## src/common/trim_map.vh

```
`ifndef TRIM_MAP_VH
`define TRIM_MAP_VH

// register offsets on the plain register port
`define TRIM_ADDR_CTRL1 8'h60
`define TRIM_ADDR_CTRL2 8'h61
`define TRIM_ADDR_IRQ_STATUS 8'h62
`define TRIM_ADDR_IRQ_ENABLE 8'h63
`define TRIM_ADDR_IRQ_CLEAR 8'h64

// first control/status register fields
`define TRIM_FULL_BIT 6
`define TRIM_SHORTEN_BIT 5
`define TRIM_RING_BIT 4
`define TRIM_TIP_BIT 3
`define TRIM_DIFF_BIT 2
`define TRIM_CM_BIT 1
`define TRIM_LIMIT_BIT 0

// second control/status register fields
`define TRIM_MON1_BIT 4
`define TRIM_MON2_BIT 3
`define TRIM_AUDIO_DAC_BIT 2
`define TRIM_AUDIO_ADC_BIT 1

// step vector positions (0..4 mirror the first register)
`define TRIM_NUM_STEPS 9
`define TRIM_STEP_AUDIO_ADC 5
`define TRIM_STEP_AUDIO_DAC 6
`define TRIM_STEP_MON2 7
`define TRIM_STEP_MON1 8

// interrupt event positions
`define TRIM_NUM_EVENTS 3
`define TRIM_EV_FULL_DONE 0
`define TRIM_EV_STEP_DONE 1
`define TRIM_EV_DAC_DONE 2

// reset values
`define TRIM_CTRL_RESET 8'h00
`define TRIM_STEPS_RESET 9'h000
`define TRIM_IRQ_RESET 3'h0

// settle timing
`define TRIM_SETTLE_LONG_MS 300
`define TRIM_SETTLE_SHORT_MS 30
`define TRIM_CLK_KHZ 125000

`endif

```

## src/hdl/trim_control_status.v

```verilog
// Function
// - full-trim bit starts every calibration step
// - full-trim bit reads one while running
// - shorten bit picks 30 ms, else 300 ms
// - bit 4 runs ring gain trim
// - bit 3 runs tip gain trim
// - bit 2 runs differential dac trim
// - bit 1 runs common-mode dac trim
// - second register bit 2 runs audio dac trim
//
// Decided for this implementation: the plain strobed port.
`timescale 1ns/1ps
`default_nettype none
`include "trim_map.vh"

module trim_control_status #(
  parameter NUM_STEPS = `TRIM_NUM_STEPS,
  // settle counts in clock cycles; shorten for simulation
  // the product of ms and kHz gives cycles at the real clock
  parameter [31:0] SETTLE_LONG_CYCLES = `TRIM_SETTLE_LONG_MS * `TRIM_CLK_KHZ,
  parameter [31:0] SETTLE_SHORT_CYCLES = `TRIM_SETTLE_SHORT_MS * `TRIM_CLK_KHZ
) (
  input wire clk,
  input wire rst,
  // register port
  input wire [7:0] addr,
  input wire [7:0] wdata,
  input wire wr,
  input wire rd,
  output reg [7:0] rdata,
  // analog trim engine handshake
  output reg [NUM_STEPS-1:0] trim_step,
  input wire step_done,
  output reg settle_active,
  // interrupt
  output reg irq
);

  // fsm states
  // idle picks the next job, settle waits for the battery,
  // issue hands one step out, wait holds it until done
  localparam [1:0] ST_IDLE = 2'h0;
  localparam [1:0] ST_SETTLE = 2'h1;
  localparam [1:0] ST_ISSUE = 2'h2;
  localparam [1:0] ST_WAIT = 2'h3;

  // all steps at once, used by the full run
  // monitor and audio steps ride along with the line steps
  localparam [NUM_STEPS-1:0] ALL_STEPS = {NUM_STEPS{1'b1}};

  // picks the lowest pending step as a one-hot mask
  // a plain loop; nine steps keep the priority chain short
  function [NUM_STEPS-1:0] lowest_step;
    input [NUM_STEPS-1:0] vec;
    integer i;
    reg found;
    begin
      lowest_step = {NUM_STEPS{1'b0}};
      found = 1'b0;
      for (i = 0; i < NUM_STEPS; i = i + 1)
      begin
        if (vec[i] && !found)
        begin
          lowest_step[i] = 1'b1;
          found = 1'b1;
        end
      end
    end
  endfunction

  // one register port access aimed at a given offset;
  // shared by every write decode so they cannot drift apart
  function reg_hit;
    input strobe;
    input [7:0] where;
    input [7:0] offset;
    begin
      reg_hit = strobe && (where == offset);
    end
  endfunction

  // settle length for a full run, chosen by the speed-up option
  function [31:0] settle_load;
    input short_sel;
    begin
      if (short_sel)
        settle_load = SETTLE_SHORT_CYCLES;
      else
        settle_load = SETTLE_LONG_CYCLES;
    end
  endfunction

  // control state
  // pend is what software reads back; a bit drops only on done
  reg [1:0] state; // sequencer state
  reg [1:0] next_state;
  reg [NUM_STEPS-1:0] pend; // enabled or running steps
  reg [NUM_STEPS-1:0] next_pend;
  reg [NUM_STEPS-1:0] cur; // step now handed to the engine
  reg [NUM_STEPS-1:0] next_cur;
  reg full_run; // whole-system trim in progress
  reg next_full_run;
  reg settle_req; // full run still owes its settle wait
  reg next_settle_req;
  reg shorten; // settle speed-up option
  reg [31:0] settle_cnt; // cycles left in settle wait
  reg [31:0] next_settle_cnt;

  // interrupt registers
  // three events only: full done, any step done, audio dac done
  reg [`TRIM_NUM_EVENTS-1:0] irq_status; // sticky events
  reg [`TRIM_NUM_EVENTS-1:0] irq_enable; // event mask
  reg [`TRIM_NUM_EVENTS-1:0] ev; // events raised this cycle
  reg [`TRIM_NUM_EVENTS-1:0] next_irq_status;

  // decoded writes
  // status is read-only, so it has no write decode
  wire wr_ctrl1 = reg_hit(wr, addr, `TRIM_ADDR_CTRL1);
  wire wr_ctrl2 = reg_hit(wr, addr, `TRIM_ADDR_CTRL2);
  wire wr_enable = reg_hit(wr, addr, `TRIM_ADDR_IRQ_ENABLE);
  wire wr_clear = reg_hit(wr, addr, `TRIM_ADDR_IRQ_CLEAR);

  // steps that software asks for in this cycle
  // one bit per step, same layout as pend
  reg [NUM_STEPS-1:0] write_set;

  // register images as software sees them
  // reserved bits are tied low here, not stored
  wire [7:0] ctrl1_image;
  wire [7:0] ctrl2_image;

  // bit 7 of the first register reads zero
  assign ctrl1_image = {1'b0, full_run, shorten, pend[`TRIM_RING_BIT], pend[`TRIM_TIP_BIT],
    pend[`TRIM_DIFF_BIT], pend[`TRIM_CM_BIT], pend[`TRIM_LIMIT_BIT]};

  // bits 7:5 and 0 of the second register read zero
  assign ctrl2_image = {3'h0, pend[`TRIM_STEP_MON1], pend[`TRIM_STEP_MON2],
    pend[`TRIM_STEP_AUDIO_DAC], pend[`TRIM_STEP_AUDIO_ADC], 1'b0};

  // gather the step-enable bits written this cycle
  // a written zero never cancels a step: the analog side
  // cannot be stopped cleanly half way through a trim
  always @*
  begin
    write_set = {NUM_STEPS{1'b0}};
    if (wr_ctrl1)
    begin
      if (wdata[`TRIM_FULL_BIT])
        write_set = ALL_STEPS;
      write_set[`TRIM_RING_BIT] = write_set[`TRIM_RING_BIT] | wdata[`TRIM_RING_BIT];
      write_set[`TRIM_TIP_BIT] = write_set[`TRIM_TIP_BIT] | wdata[`TRIM_TIP_BIT];
      write_set[`TRIM_DIFF_BIT] = write_set[`TRIM_DIFF_BIT] | wdata[`TRIM_DIFF_BIT];
      write_set[`TRIM_CM_BIT] = write_set[`TRIM_CM_BIT] | wdata[`TRIM_CM_BIT];
      write_set[`TRIM_LIMIT_BIT] = write_set[`TRIM_LIMIT_BIT] | wdata[`TRIM_LIMIT_BIT];
    end
    if (wr_ctrl2)
    begin
      write_set[`TRIM_STEP_MON1] = wdata[`TRIM_MON1_BIT];
      write_set[`TRIM_STEP_MON2] = wdata[`TRIM_MON2_BIT];
      write_set[`TRIM_STEP_AUDIO_DAC] = wdata[`TRIM_AUDIO_DAC_BIT];
      write_set[`TRIM_STEP_AUDIO_ADC] = wdata[`TRIM_AUDIO_ADC_BIT];
    end
  end

  // sequencer next-state logic
  // steps run one at a time, lowest index first, so the
  // engine never sees two requests and the order is fixed
  always @*
  begin
    next_state = state;
    next_pend = pend;
    next_cur = cur;
    next_full_run = full_run;
    next_settle_req = settle_req;
    next_settle_cnt = settle_cnt;
    ev = `TRIM_IRQ_RESET;
    case (state)
      ST_IDLE:
      begin
        if (settle_req)
        begin
          // battery settle before the first full-run step
          // individual steps skip this wait entirely
          next_settle_req = 1'b0;
          next_settle_cnt = settle_load(shorten);
          next_state = ST_SETTLE;
        end
        else if (|pend)
          next_state = ST_ISSUE;
        else if (full_run)
        begin
          // every step finished: full run is over
          next_full_run = 1'b0;
          ev[`TRIM_EV_FULL_DONE] = 1'b1;
        end
      end
      ST_SETTLE:
      begin
        // count down; a zero count still costs one cycle
        // the length is fixed once loaded; no restart mid-wait
        if (settle_cnt <= 32'h0000_0001)
        begin
          next_settle_cnt = 32'h0000_0000;
          next_state = ST_ISSUE;
        end
        else
          next_settle_cnt = settle_cnt - 32'h0000_0001;
      end
      ST_ISSUE:
      begin
        // hand the lowest pending step to the engine
        // an empty queue drops straight back to idle
        next_cur = lowest_step(pend);
        if (|pend)
          next_state = ST_WAIT;
        else
          next_state = ST_IDLE;
      end
      ST_WAIT:
      begin
        if (step_done)
        begin
          // step complete: its bit falls to zero
          // a done pulse with no request out never reaches here
          next_pend = pend & ~cur;
          next_cur = {NUM_STEPS{1'b0}};
          ev[`TRIM_EV_STEP_DONE] = 1'b1;
          ev[`TRIM_EV_DAC_DONE] = cur[`TRIM_STEP_AUDIO_DAC];
          next_state = ST_IDLE;
        end
      end
      default:
      begin
        next_state = ST_IDLE;
        next_cur = {NUM_STEPS{1'b0}};
      end
    endcase
    // a new request beats a completion in the same cycle
    // a full-run write also queues a fresh settle wait
    next_pend = next_pend | write_set;
    if (wr_ctrl1 && wdata[`TRIM_FULL_BIT])
    begin
      next_full_run = 1'b1;
      next_settle_req = 1'b1;
    end
  end

  // sticky status: set wins over a same-cycle clear
  // so an event is never lost to a clear that raced it
  always @*
  begin
    next_irq_status = irq_status;
    if (wr_clear)
      next_irq_status = irq_status & ~wdata[`TRIM_NUM_EVENTS-1:0];
    next_irq_status = next_irq_status | ev;
  end

  // sequencer and control registers
  // synchronous reset only; every register but shorten loads each edge
  always @(posedge clk)
  begin
    if (rst)
    begin
      state <= ST_IDLE;
      pend <= `TRIM_STEPS_RESET;
      cur <= `TRIM_STEPS_RESET;
      full_run <= 1'b0;
      settle_req <= 1'b0;
      settle_cnt <= 32'h0000_0000;
      shorten <= 1'b0;
    end
    else
    begin
      state <= next_state;
      pend <= next_pend;
      cur <= next_cur;
      full_run <= next_full_run;
      settle_req <= next_settle_req;
      settle_cnt <= next_settle_cnt;
      // option latched at settle start; later writes act next run
      // plain read/write bit, not a start bit
      if (wr_ctrl1)
        shorten <= wdata[`TRIM_SHORTEN_BIT];
    end
  end

  // engine-facing outputs, straight from flip-flops
  // built from next values so requests leave with no lag
  always @(posedge clk)
  begin
    if (rst)
    begin
      trim_step <= `TRIM_STEPS_RESET;
      settle_active <= 1'b0;
    end
    else
    begin
      trim_step <= next_cur;
      settle_active <= (next_state == ST_SETTLE);
    end
  end

  // interrupt registers and level output
  // a new enable mask counts at once, not one edge late
  always @(posedge clk)
  begin
    if (rst)
    begin
      irq_status <= `TRIM_IRQ_RESET;
      irq_enable <= `TRIM_IRQ_RESET;
      irq <= 1'b0;
    end
    else
    begin
      irq_status <= next_irq_status;
      if (wr_enable)
        irq_enable <= wdata[`TRIM_NUM_EVENTS-1:0];
      // follows status in the same edge, no extra lag
      if (wr_enable)
        irq <= |(next_irq_status & wdata[`TRIM_NUM_EVENTS-1:0]);
      else
        irq <= |(next_irq_status & irq_enable);
    end
  end

  // read port: data valid the cycle after the strobe only
  // idle cycles return zero so a stale value never lingers
  always @(posedge clk)
  begin
    if (rst)
      rdata <= `TRIM_CTRL_RESET;
    else if (rd)
    begin
      case (addr)
        `TRIM_ADDR_CTRL1: rdata <= ctrl1_image;
        `TRIM_ADDR_CTRL2: rdata <= ctrl2_image;
        `TRIM_ADDR_IRQ_STATUS: rdata <= {5'h00, irq_status};
        `TRIM_ADDR_IRQ_ENABLE: rdata <= {5'h00, irq_enable};
        // clear register is write-only; unmapped reads zero
        default: rdata <= 8'h00;
      endcase
    end
    else
      rdata <= 8'h00;
  end

endmodule // trim_control_status
`default_nettype wire

```

## config.mk

```make
export PLATFORM = sky130hd
export DESIGN_NAME = trim_control_status
export DESIGN_NICKNAME = d
export VERILOG_FILES = /design/src/hdl/trim_control_status.v
export VERILOG_INCLUDE_DIRS = /design/src /design/src/common
export SDC_FILE = /design/constraint.sdc
export NUM_CORES = 1
export LEC_CHECK = 0
export BUFFER_PORTS_ARGS = -buffer_cell sky130_fd_sc_hd__buf_2
export CELL_PAD_IN_SITES_DETAIL_PLACEMENT = 0
export CELL_PAD_IN_SITES_GLOBAL_PLACEMENT = 2
export CORE_MARGIN = 5
export CORE_UTILIZATION = 37
export DETAILED_ROUTE_END_ITERATION = 8
export PLACE_DENSITY = 0.84
export SYNTH_ARGS = -nofsm -noshare
export SYNTH_HDL_FRONTEND = slang
export SYNTH_SLANG_ARGS = --single-unit
```

## constraint.sdc

```tcl
create_clock -name clk -period 7 [get_ports clk]
set_input_delay 0.7 -clock clk [delete_from_list [all_inputs] [get_ports clk]]
set_output_delay 0.7 -clock clk [all_outputs]
set_load 0.1 [all_outputs]
```

Word level (Yosys, flattened, before mapping)
Index checks and enable logic that the tools add are counted.
{"block": "word_totals", "reg_bits": 71, "inputBits": 21, "out_inout_bits": 19, "wordCells": 130}
{"block": "classes", "n_addsub": 1, "n_lt_le_gt_ge": 1, "n_eq_ne": 13, "muxes": 57, "bitwise": 14, "reduce_logical": 32}
{"op": "$mux 32", "count": 2}
{"op": "$pmux 32 s2", "count": 1}
{"op": "$mux 9", "count": 6}
{"op": "$eq 8x7->1 const B", "count": 5}
{"op": "$mux 1", "count": 35}
{"op": "$le 32x1->1 const B", "count": 1}
{"op": "$sub 32x1->32 const B", "count": 1}
{"op": "$pmux 7 s4", "count": 1}
{"op": "$mux 26", "count": 1}
{"op": "$pmux 9 s2", "count": 1}
{"op": "$mux 2", "count": 7}
{"op": "$logic_and 1x1->1", "count": 13}
{"op": "$and 3x3->3", "count": 3}
{"op": "$and 9x9->9", "count": 1}
{"op": "$not 9->9", "count": 1}
{"op": "$or 9x9->9", "count": 1}
{"op": "$reduce_or 9->1", "count": 1}
{"op": "$logic_not 1->1", "count": 8}
{"op": "$pmux 2 s4", "count": 1}
{"op": "$reduce_bool 2->1", "count": 3}
{"op": "$reduce_or 3->1", "count": 2}
{"op": "$or 1x1->1", "count": 5}
{"op": "$eq 2x1->1 const B", "count": 2}
{"op": "$eq 2x2->1 const B", "count": 2}
{"op": "other kinds (11)", "count": 14}

Logic depth before layout (Yosys ltp)
Gate-level depths: netlist of the first run.
{"block": "depth", "ltp_word": 34, "depth_mapped": 7}

Least setup slack after synthesis of the first run
Ideal clock, no wire load.
{"block": "synth_timing", "path_kind": "register to register", "from": "reg settle_cnt[13]", "to": "reg settle_cnt[25]", "setup_time_ns": 0.074, "arrival_ns": 2.267, "t_required_ns": 6.926, "path_slack_ns": 4.659, "path_stages_with_launch": 7, "cell_sequence": "dfxtp_1 > or4_4 > or3_1 > clkbuf_2 > or3_1 > or4_1 > a31oi_1"}
{"block": "synth_via", "elab_chain_len": 3, "elab_cells_between_ends": 4, "cone_classes": "1 x add/sub; 1 x order compare; 2 x mux"}
{"item": "start: declaration", "line_no": "trim_control_status.v:106", "source": "reg [31:0] settle_cnt;"}
{"item": "start signal: assignment", "line_no": "trim_control_status.v:279", "source": "settle_cnt <= next_settle_cnt;"}
{"item": "$sub 32x1->32 or $le 32x1->1 (tied branches)", "line_no": "trim_control_status.v:207, trim_control_status.v:201"}
{"item": "$mux 32 (*)", "line_no": "trim_control_status.v:201", "source": "if (settle_cnt <= 32'h0000_0001)"}
{"item": "$pmux 32 s2 (*)", "line_no": "trim_control_status.v:177", "source": "case (state)"}
Every way passes the cells marked *; elsewhere a longest branch is shown, timed or not.
A chain may end at the register's enable or synchronous reset.

Worst setup path in the final report of the first run
{"block": "layout_timing", "from": "reg settle_cnt[2]", "to": "reg settle_cnt[25]"}
Same word-level chain as after synthesis.

==> out/qor.txt, run 1 <==
PLACE
--------------------------------------------------------------------------------
Cell area after placement                                           0.00370 mm^2
Count of buffers inserted at the top-level ports                              37
Placed wire-length estimate                                              6790 um
Number of cells after detailed placement                                     550
Worst setup slack after placement                                        3.80 ns
RD Place Congestion                                                        0.812

CLOCK NETWORK
--------------------------------------------------------------------------------
Clock H-tree levels                                                            3
Post-CTS repair timing setup buffer count                                      0
Sinks on the clock net                                                        70
Clock insertion delay at the later pin of the skew report                0.35 ns
Deepest clock path buffer count                                                2
Clock-pin transition on the worst setup and hold timing paths            0.08 ns
Cell at the root of the clock tree                                  sky130_fd_sc_hd__clkbuf_8
Number of clock buffers inserted by TritonCTS                                  9
Cts hold-fix bufs                                                              0
CTS-repair resized insts                                                       0
CTS tree                                                                     yes

LAYOUT
--------------------------------------------------------------------------------
Layout cells sized above 1                                                 15.2%
Final #Nets                                                                  473
Final Instance Count excl. Fillers                                           565
Number of antenna cells inserted                                               0
Fillcell total                                                               950
Design area                                                         0.00388 mm^2
Fraction of the core area covered by cells at the end of the flow          42.4%
Area growth syn-to-layout                                                  12.7%

TIMING
--------------------------------------------------------------------------------
Smallest setup slack after layout                                        3.78 ns
Sum Neg Setup Slack                                                         0 ns
Final clock period utilization by the worst path                           46.0%
Number of pins exceeding their max-slew limit in the final report              0
Number of setup violations in the final report                                 0
Worst slew margin                                                          26.0%
Clock Skew                                                            0.00841 ns
Unrepaired setup endpoints after global routing                               no
Hold Violations, Final                                                         0
Actual slew at the worst max-slew pin                                    1.11 ns
Max Freq                                                                 311 MHz
Time the worst path needs with I/O delays and setup                      3.22 ns

GLOBAL ROUTING
--------------------------------------------------------------------------------
Total congestion overflow after global routing                                 0
Via count of the first global-routing pass                                  3083
Maximum number of pins on one net before global-route repair                  48
Aggregate global-route resource usage                                      17.4%
Initial antenna violation count                                                0
Global-route wire length before repair                                  15900 um

LOGIC SYNTHESIS
--------------------------------------------------------------------------------
Sequential fraction of the synthesis area                                  40.7%
Number of distinct library cells after synthesis                              60
Fraction of registers with async set or reset after synthesis                 0%
Ys flop type                                                        sky130_fd_sc_hd__dfxtp_1
Synthesized netlist cell count                                               423
Syn_area_per_cell                                                      8.14 um^2
Mapped cell area                                                    0.00344 mm^2
Number of warnings reported in the yosys synthesis log                         0
EDFF count, synth                                                              0
Flip-flop and latch count after synthesis                                     70
Number of nets produced by synthesis                                         446

ROUTING
--------------------------------------------------------------------------------
Mean number of vias per cell                                                5.90
Via count of the routed design                                              3334
Router iterations before antenna repair                                        5
Antenna-violating nets left                                                    0
DRC errors left                                                                0
Average wire per standard cell                                           17.1 um
WL final                                                                 9660 um
Iteration-0 DRC Markers                                                      253

SETUP PATH
--------------------------------------------------------------------------------
Critical path launch point type                                         register
CP Buf/Inv Count                                                               0
Data arrival time of the worst path                                      3.48 ns
Category of the most critical setup path                            register to register
Worst path top cell family by delay                                 simple AND/OR/NAND/NOR gates
Cells along the critical path                                       nor4_1 -> nand4_1 -> or3_1 -> or4_1 -> a31oi_1
Worst path slowest cell                                             sky130_fd_sc_hd__nor4_1
Critical path required time                                              7.26 ns
Crit path max fanout                                                          14
Endpoint kind of the worst setup timing path                            register
Launching point of the worst reg2reg path                           settle_cnt[2]
Worst stage delay on the critical path                                   0.86 ns
Launching element of the worst setup path                           settle_cnt[2]

POWER
--------------------------------------------------------------------------------
Largest voltage drop on the vdd net                                   0.000193 V
Pleak                                                                    1.51 nW
Areal power density over the cells                                   253 mW/mm^2

FLOORPLANNING
--------------------------------------------------------------------------------
X dimension of the die                                                    106 um
Count of pins on the block boundary                                           40
Row cnt                                                                       35
Die Height                                                                106 um
Area of the die                                                      0.0113 mm^2
Core area                                                           0.00915 mm^2
Starting density of the core                                               37.6%

JOB
--------------------------------------------------------------------------------
Number of max-cap violations                                                   0

WORST HOLD PATH
--------------------------------------------------------------------------------
Startpoint of the lowest-slack hold path                            settle_cnt[30]
Min-delay worst type                                                register to register

RUN STATUS
--------------------------------------------------------------------------------
Status                                                              complete, no violations

final timing paths:
kind / to / slack, ns / depth (start not counted)
setup / recovery: settle_cnt[25] / 3.78 / 5
hold / removal: settle_cnt[30] / 0.47 / 1
setup reg to reg: settle_cnt[25] / 3.78 / 5
hold reg to reg: settle_cnt[30] / 0.47 / 1
flip-flops by register name (all words and copies together), names as in the netlist:
signal / count
settle_active: 1
rdata: 7
pend: 9
irq: 1
settle_cnt: 32
irq_status: 3
shorten: 1
full_run: 1
settle_req: 1
irq_enable: 3
state: 2
trim_step: 9
cells in the final DEF (no fill, tap or decap), types with 6 or more instances in the layout:
cell type,count
sky130_fd_sc_hd__nand3_1,16
sky130_fd_sc_hd__inv_1,11
sky130_fd_sc_hd__a32oi_1,9
sky130_fd_sc_hd__o21ai_0,14
sky130_fd_sc_hd__nand4_1,6
sky130_fd_sc_hd__dfxtp_1,70
sky130_fd_sc_hd__nor3_1,18
sky130_fd_sc_hd__and3_1,7
sky130_fd_sc_hd__nor4_1,12
sky130_fd_sc_hd__nor2_1,37
sky130_fd_sc_hd__a22oi_1,6
sky130_fd_sc_hd__or3_1,11
sky130_fd_sc_hd__a21oi_1,27
sky130_fd_sc_hd__mux2i_1,7
sky130_fd_sc_hd__nand2_1,46
sky130_fd_sc_hd__a31oi_1,12
sky130_fd_sc_hd__clkbuf_8,9
sky130_fd_sc_hd__buf_2,37
sky130_fd_sc_hd__or2_2,7
per-layer routing:
metal	up-vias	GRT usage, %	part of all wire, %
met5	-	0	0
met3	19	4.01	6.3
met2	104	28.0	46
met1	1563	23.0	46
li1	1648	-	-
met4	0	5.94	1.7
power by group:
part	internal, mW	switching (mW)	total (mW)
Sequential	0.406	0.0104	0.416
Clock	0.162	0.159	0.321
Combinational	0.0681	0.178	0.246
Total	0.636	0.348	0.983
layout make-up:
| cell class | count | area (um^2) | area share [%] |
|---|---|---|---|
| clock buffers | 9 | 124 | 3.19 |
| clock inverters | 6 | 63.8 | 1.64 |
| inverters | 11 | 41.3 | 1.06 |
| multi-input cells | 318 | 1910 | 49.1 |
| flip-flops and latches | 70 | 1400 | 36.1 |
| well taps | 111 | 139 | 3.58 |
| repair buffers | 40 | 208 | 5.35 |
per-stage QoR:
step | hold slack, ns | power (mW)
finish | 0.466 | 0.983
global route | 0.495 | 1.04
CTS | 0.470 | 0.993
detailed placement | 0.453 | 0.669
global placement | 0.450 | 0.669
floorplan | 0.434 | 0.605
cells by family after synthesis:
group,Yosys count,share of synthesized area [%]
other,1,0.109
adders and majority gates,2,0.726
AOI/OAI and AO/OA,115,22.8
muxes,11,3.34
buffers and inverters,35,3.96
and+or+nand+nor,188,28.2
DFF,70,40.7
xor gates and xnor gates,1,0.254
synthesized netlist by cell type, drive strengths merged, types with 3 or more instances:
| master | count | share of area (%) |
|---|---|---|
| clkbuf | 22 | 2.4 |
| nand2 | 46 | 5.0 |
| a21o | 3 | 0.65 |
| o211ai | 4 | 0.87 |
| o2111ai | 4 | 1.0 |
| a22oi | 6 | 1.3 |
| a32oi | 9 | 2.3 |
| dfxtp | 70 | 41 |
| and2 | 3 | 0.54 |
| nor4 | 12 | 2.2 |
| nor3 | 18 | 2.6 |
| nor2b | 5 | 0.91 |
| a31oi | 12 | 2.2 |
| or3 | 11 | 2.0 |
| inv | 11 | 1.2 |
| and3 | 7 | 1.3 |
| o22ai | 5 | 0.91 |
| or2 | 7 | 1.3 |
| o31ai | 5 | 1.1 |
| mux2i | 7 | 2.0 |
| o31a | 4 | 1.0 |
| or4 | 7 | 1.7 |
| nand3 | 16 | 2.3 |
| a21oi | 27 | 3.9 |
| a211oi | 3 | 0.65 |
| o2bb2ai | 3 | 0.76 |
| nand4 | 6 | 1.1 |
| nor2 | 37 | 4.0 |
| nand2b | 3 | 0.54 |
| o21ai | 15 | 2.2 |
| mux2 | 4 | 1.3 |
Power figures use the tool's default switching activity.
==> run 2: changes to the inputs <==
CORE_UTILIZATION = 31   (was 37)
PLACE_DENSITY = 0.75   (was 0.84)
clock period = 2.77 ns   (was 7 ns; I/O delays follow)
==> run 2 against run 1 <==
Compared with the run above: worst hold slack got worse by 0.30 ns; critical path depth did not move; wire length grew 4.9%; first-iteration DRC count grew 7.1%; via count up 0.60%; core utilization fell by 5.6 points; setup slack worse by 3.5 ns; power grew to 2.6 times the previous value; sequential cell count is the same; sequential share of layout area decreased by 1.1 points; non-clock buffer count grew 10; global-route usage down 1.8 points; largest cell class unchanged.
==> out/qor.txt, run 2 (synthesized netlist as in run 1, its figures left out) <==
SETUP PATH
--------------------------------------------------------------------------------
Crit path max fanout                                                           8   -6
Critical path launch point type                                         register
Worst path slowest cell                                             sky130_fd_sc_hd__or4_4
Critical path required time                                              3.05 ns   -4.21 ns
CP Buf/Inv Count                                                               0   unchanged
Cells along the critical path                                       or4_4 -> or3_1 -> or3_1 -> or4_1 -> a31oi_1
Category of the most critical setup path                            register to register
Data arrival time of the worst path                                      2.75 ns   -0.73 ns
Cell occurring most often along the worst timing path               sky130_fd_sc_hd__or3_1
Worst path top cell family by delay                                 simple AND/OR/NAND/NOR gates
Worst stage delay on the critical path                                   0.58 ns   -0.28 ns
Endpoint kind of the worst setup timing path                            register

PLACE
--------------------------------------------------------------------------------
RD Place Congestion                                                        0.827   +1.9%
Placed wire-length estimate                                              7290 um   +7.4%
Count of buffers inserted at the top-level ports                              37   unchanged
Cell area after placement                                           0.00381 mm^2   +3.0%

CLOCK NETWORK
--------------------------------------------------------------------------------
Cts hold-fix bufs                                                              0   unchanged
Sinks on the clock net                                                        70   unchanged
Clock-pin transition on the worst setup and hold timing paths            0.09 ns   about the same
Clock H-tree levels                                                            3   unchanged
CTS-repair resized insts                                                       0   unchanged
Cell at the root of the clock tree                                  sky130_fd_sc_hd__clkbuf_8
Post-CTS repair timing setup buffer count                                      0   unchanged
Number of clock buffers inserted by TritonCTS                                  9   unchanged
CTS tree                                                                     yes
Deepest clock path buffer count                                                2   unchanged
Clock insertion delay at the later pin of the skew report                0.35 ns   about the same

ROUTING
--------------------------------------------------------------------------------
DRC errors left                                                                0   unchanged
Mean number of vias per cell                                                5.54   -6.1%
WL final                                                                10100 um   +4.9%
Antenna-violating nets left                                                    0   unchanged
Router iterations before antenna repair                                        5   unchanged
Via count of the routed design                                              3354   +0.60%
Average wire per standard cell                                           16.7 um   -2.0%
Iteration-0 DRC Markers                                                      271   +7.1%

TIMING
--------------------------------------------------------------------------------
Max Freq                                                                 404 MHz   +30%
Hold Violations, Final                                                         0   unchanged
Number of setup violations in the final report                                 0   unchanged
Final clock period utilization by the worst path                           89.3%   +43 points
Sum Neg Setup Slack                                                         0 ns   unchanged
Number of pins exceeding their max-slew limit in the final report              0   unchanged
Unrepaired setup endpoints after global routing                               no
Clock Skew                                                             0.0105 ns   +0.00206 ns
Actual slew at the worst max-slew pin                                   0.814 ns   -0.292 ns
Worst slew margin                                                          45.6%   +20 points
Time the worst path needs with I/O delays and setup                      2.47 ns   -0.743 ns

LAYOUT
--------------------------------------------------------------------------------
Number of antenna cells inserted                                               0   unchanged
Area growth syn-to-layout                                                  16.3%
Most flops, register                                                  settle_cnt
Fillcell total                                                              1132   +19%
Commonest non-fill, non-tap cell in the layout                      sky130_fd_sc_hd__dfxtp_1
Final #Nets                                                                  483   +2.1%
Registers with the highest flip-flop counts                         settle_cnt x32, pend x9, trim_step x9
Number of flip-flops in the largest register                                  32   unchanged
Design area                                                         0.00401 mm^2   +3.2%
Commonest cells after routing, fill and taps aside                  70 x sky130_fd_sc_hd__dfxtp_1, 46 x sky130_fd_sc_hd__nand2_1, 37 x sky130_fd_sc_hd__nor2_1, 37 x sky130_fd_sc_hd__buf_2, 27 x sky130_fd_sc_hd__a21oi_1
Layout cells sized above 1                                                 17.0%   +1.8 points

GLOBAL ROUTING
--------------------------------------------------------------------------------
Aggregate global-route resource usage                                      15.6%   -1.8 points
Via count of the first global-routing pass                                  3110   +0.88%
Total congestion overflow after global routing                                 0   unchanged
Initial antenna violation count                                                0   unchanged
Global-route wire length before repair                                  16500 um   +3.8%
Maximum number of pins on one net before global-route repair                  34   -29%

RUN STATUS
--------------------------------------------------------------------------------
Status                                                              complete, no violations

FLOORPLANNING
--------------------------------------------------------------------------------
Die Height                                                                115 um   +8.4%
Area of the die                                                      0.0133 mm^2   +17%
Core area                                                            0.0109 mm^2   +19%
Row cnt                                                                       38   +8.6%
X dimension of the die                                                    115 um   +8.4%
Starting density of the core                                               31.6%   -6.0 points
Count of pins on the block boundary                                           40   unchanged

POWER
--------------------------------------------------------------------------------
Areal power density over the cells                                   648 mW/mm^2   +160%
Pleak                                                                    1.56 nW   +3.5%
Largest voltage drop on the vdd net                                   0.000241 V   +24%

WORST HOLD PATH
--------------------------------------------------------------------------------
Min-delay worst type                                                primary input to register

JOB
--------------------------------------------------------------------------------
Number of max-cap violations                                                   0   unchanged

[run 2: where the power goes]
part	internal [mW]	leakage, nW	total [mW]	switching, mW
Combinational	0.227	0.903	0.692	0.465
Sequential	1.03	0.564	1.05	0.0272
Clock	0.423	0.0931	0.850	0.427
Total	1.68	1.56	2.59	0.919
[run 2: final cells by class]
type,instances,area [um^2],area share [%]
Timing Repair Buffer,50,283,7.06
Clock inverter,6,71.3,1.78
Tap cell,140,175,4.37
Sequential cell,70,1400,35.0
Inverter,11,41.3,1.03
Clock buffer,10,128,3.19
Multi-Input combinational cell,318,1910,47.6
[run 2: routing by layer]
layer | track usage, % | up-vias | part of all wire, %
met4 | 4.07 | 0 | 0.52
met5 | 0 | - | 0
li1 | - | 1674 | -
met3 | 3.55 | 4 | 5.7
met2 | 22.7 | 87 | 43
met1 | 23.3 | 1589 | 51
[run 2: worst paths after layout]
check / slack [ns] / to / from / cells after the start
setup / recovery: 0.30 / settle_cnt[25] / settle_cnt[13] / 5
hold / removal: 0.17 / shorten / wdata[5] / 3
setup reg to reg: 0.30 / settle_cnt[25] / settle_cnt[13] / 5
hold reg to reg: 0.47 / settle_cnt[30] / settle_cnt[30] / 1
[run 2: worst reg2reg max path: cells and delay by family (launching register included)]
kind,cells,cell delay (ns)
and+or+nand+nor,4,1.88
DFF,1,0.37
AOI/OAI and AO/OA,1,0.16
[run 2: through the flow]
stage	cells	util [%]	hold slack (ns)	power (mW)	worst slack, ns
2_1_floorplan	423	-	0.424	1.53	0.429
3_3_place_gp	589	35.0	0.452	1.77	0.341
3_5_place_dp	589	35.0	0.461	1.77	0.309
4_1_cts	605	36.8	0.159	2.61	0.314
5_1_grt	605	36.8	0.167	2.74	0.175
6_report	605	36.8	0.169	2.59	0.296
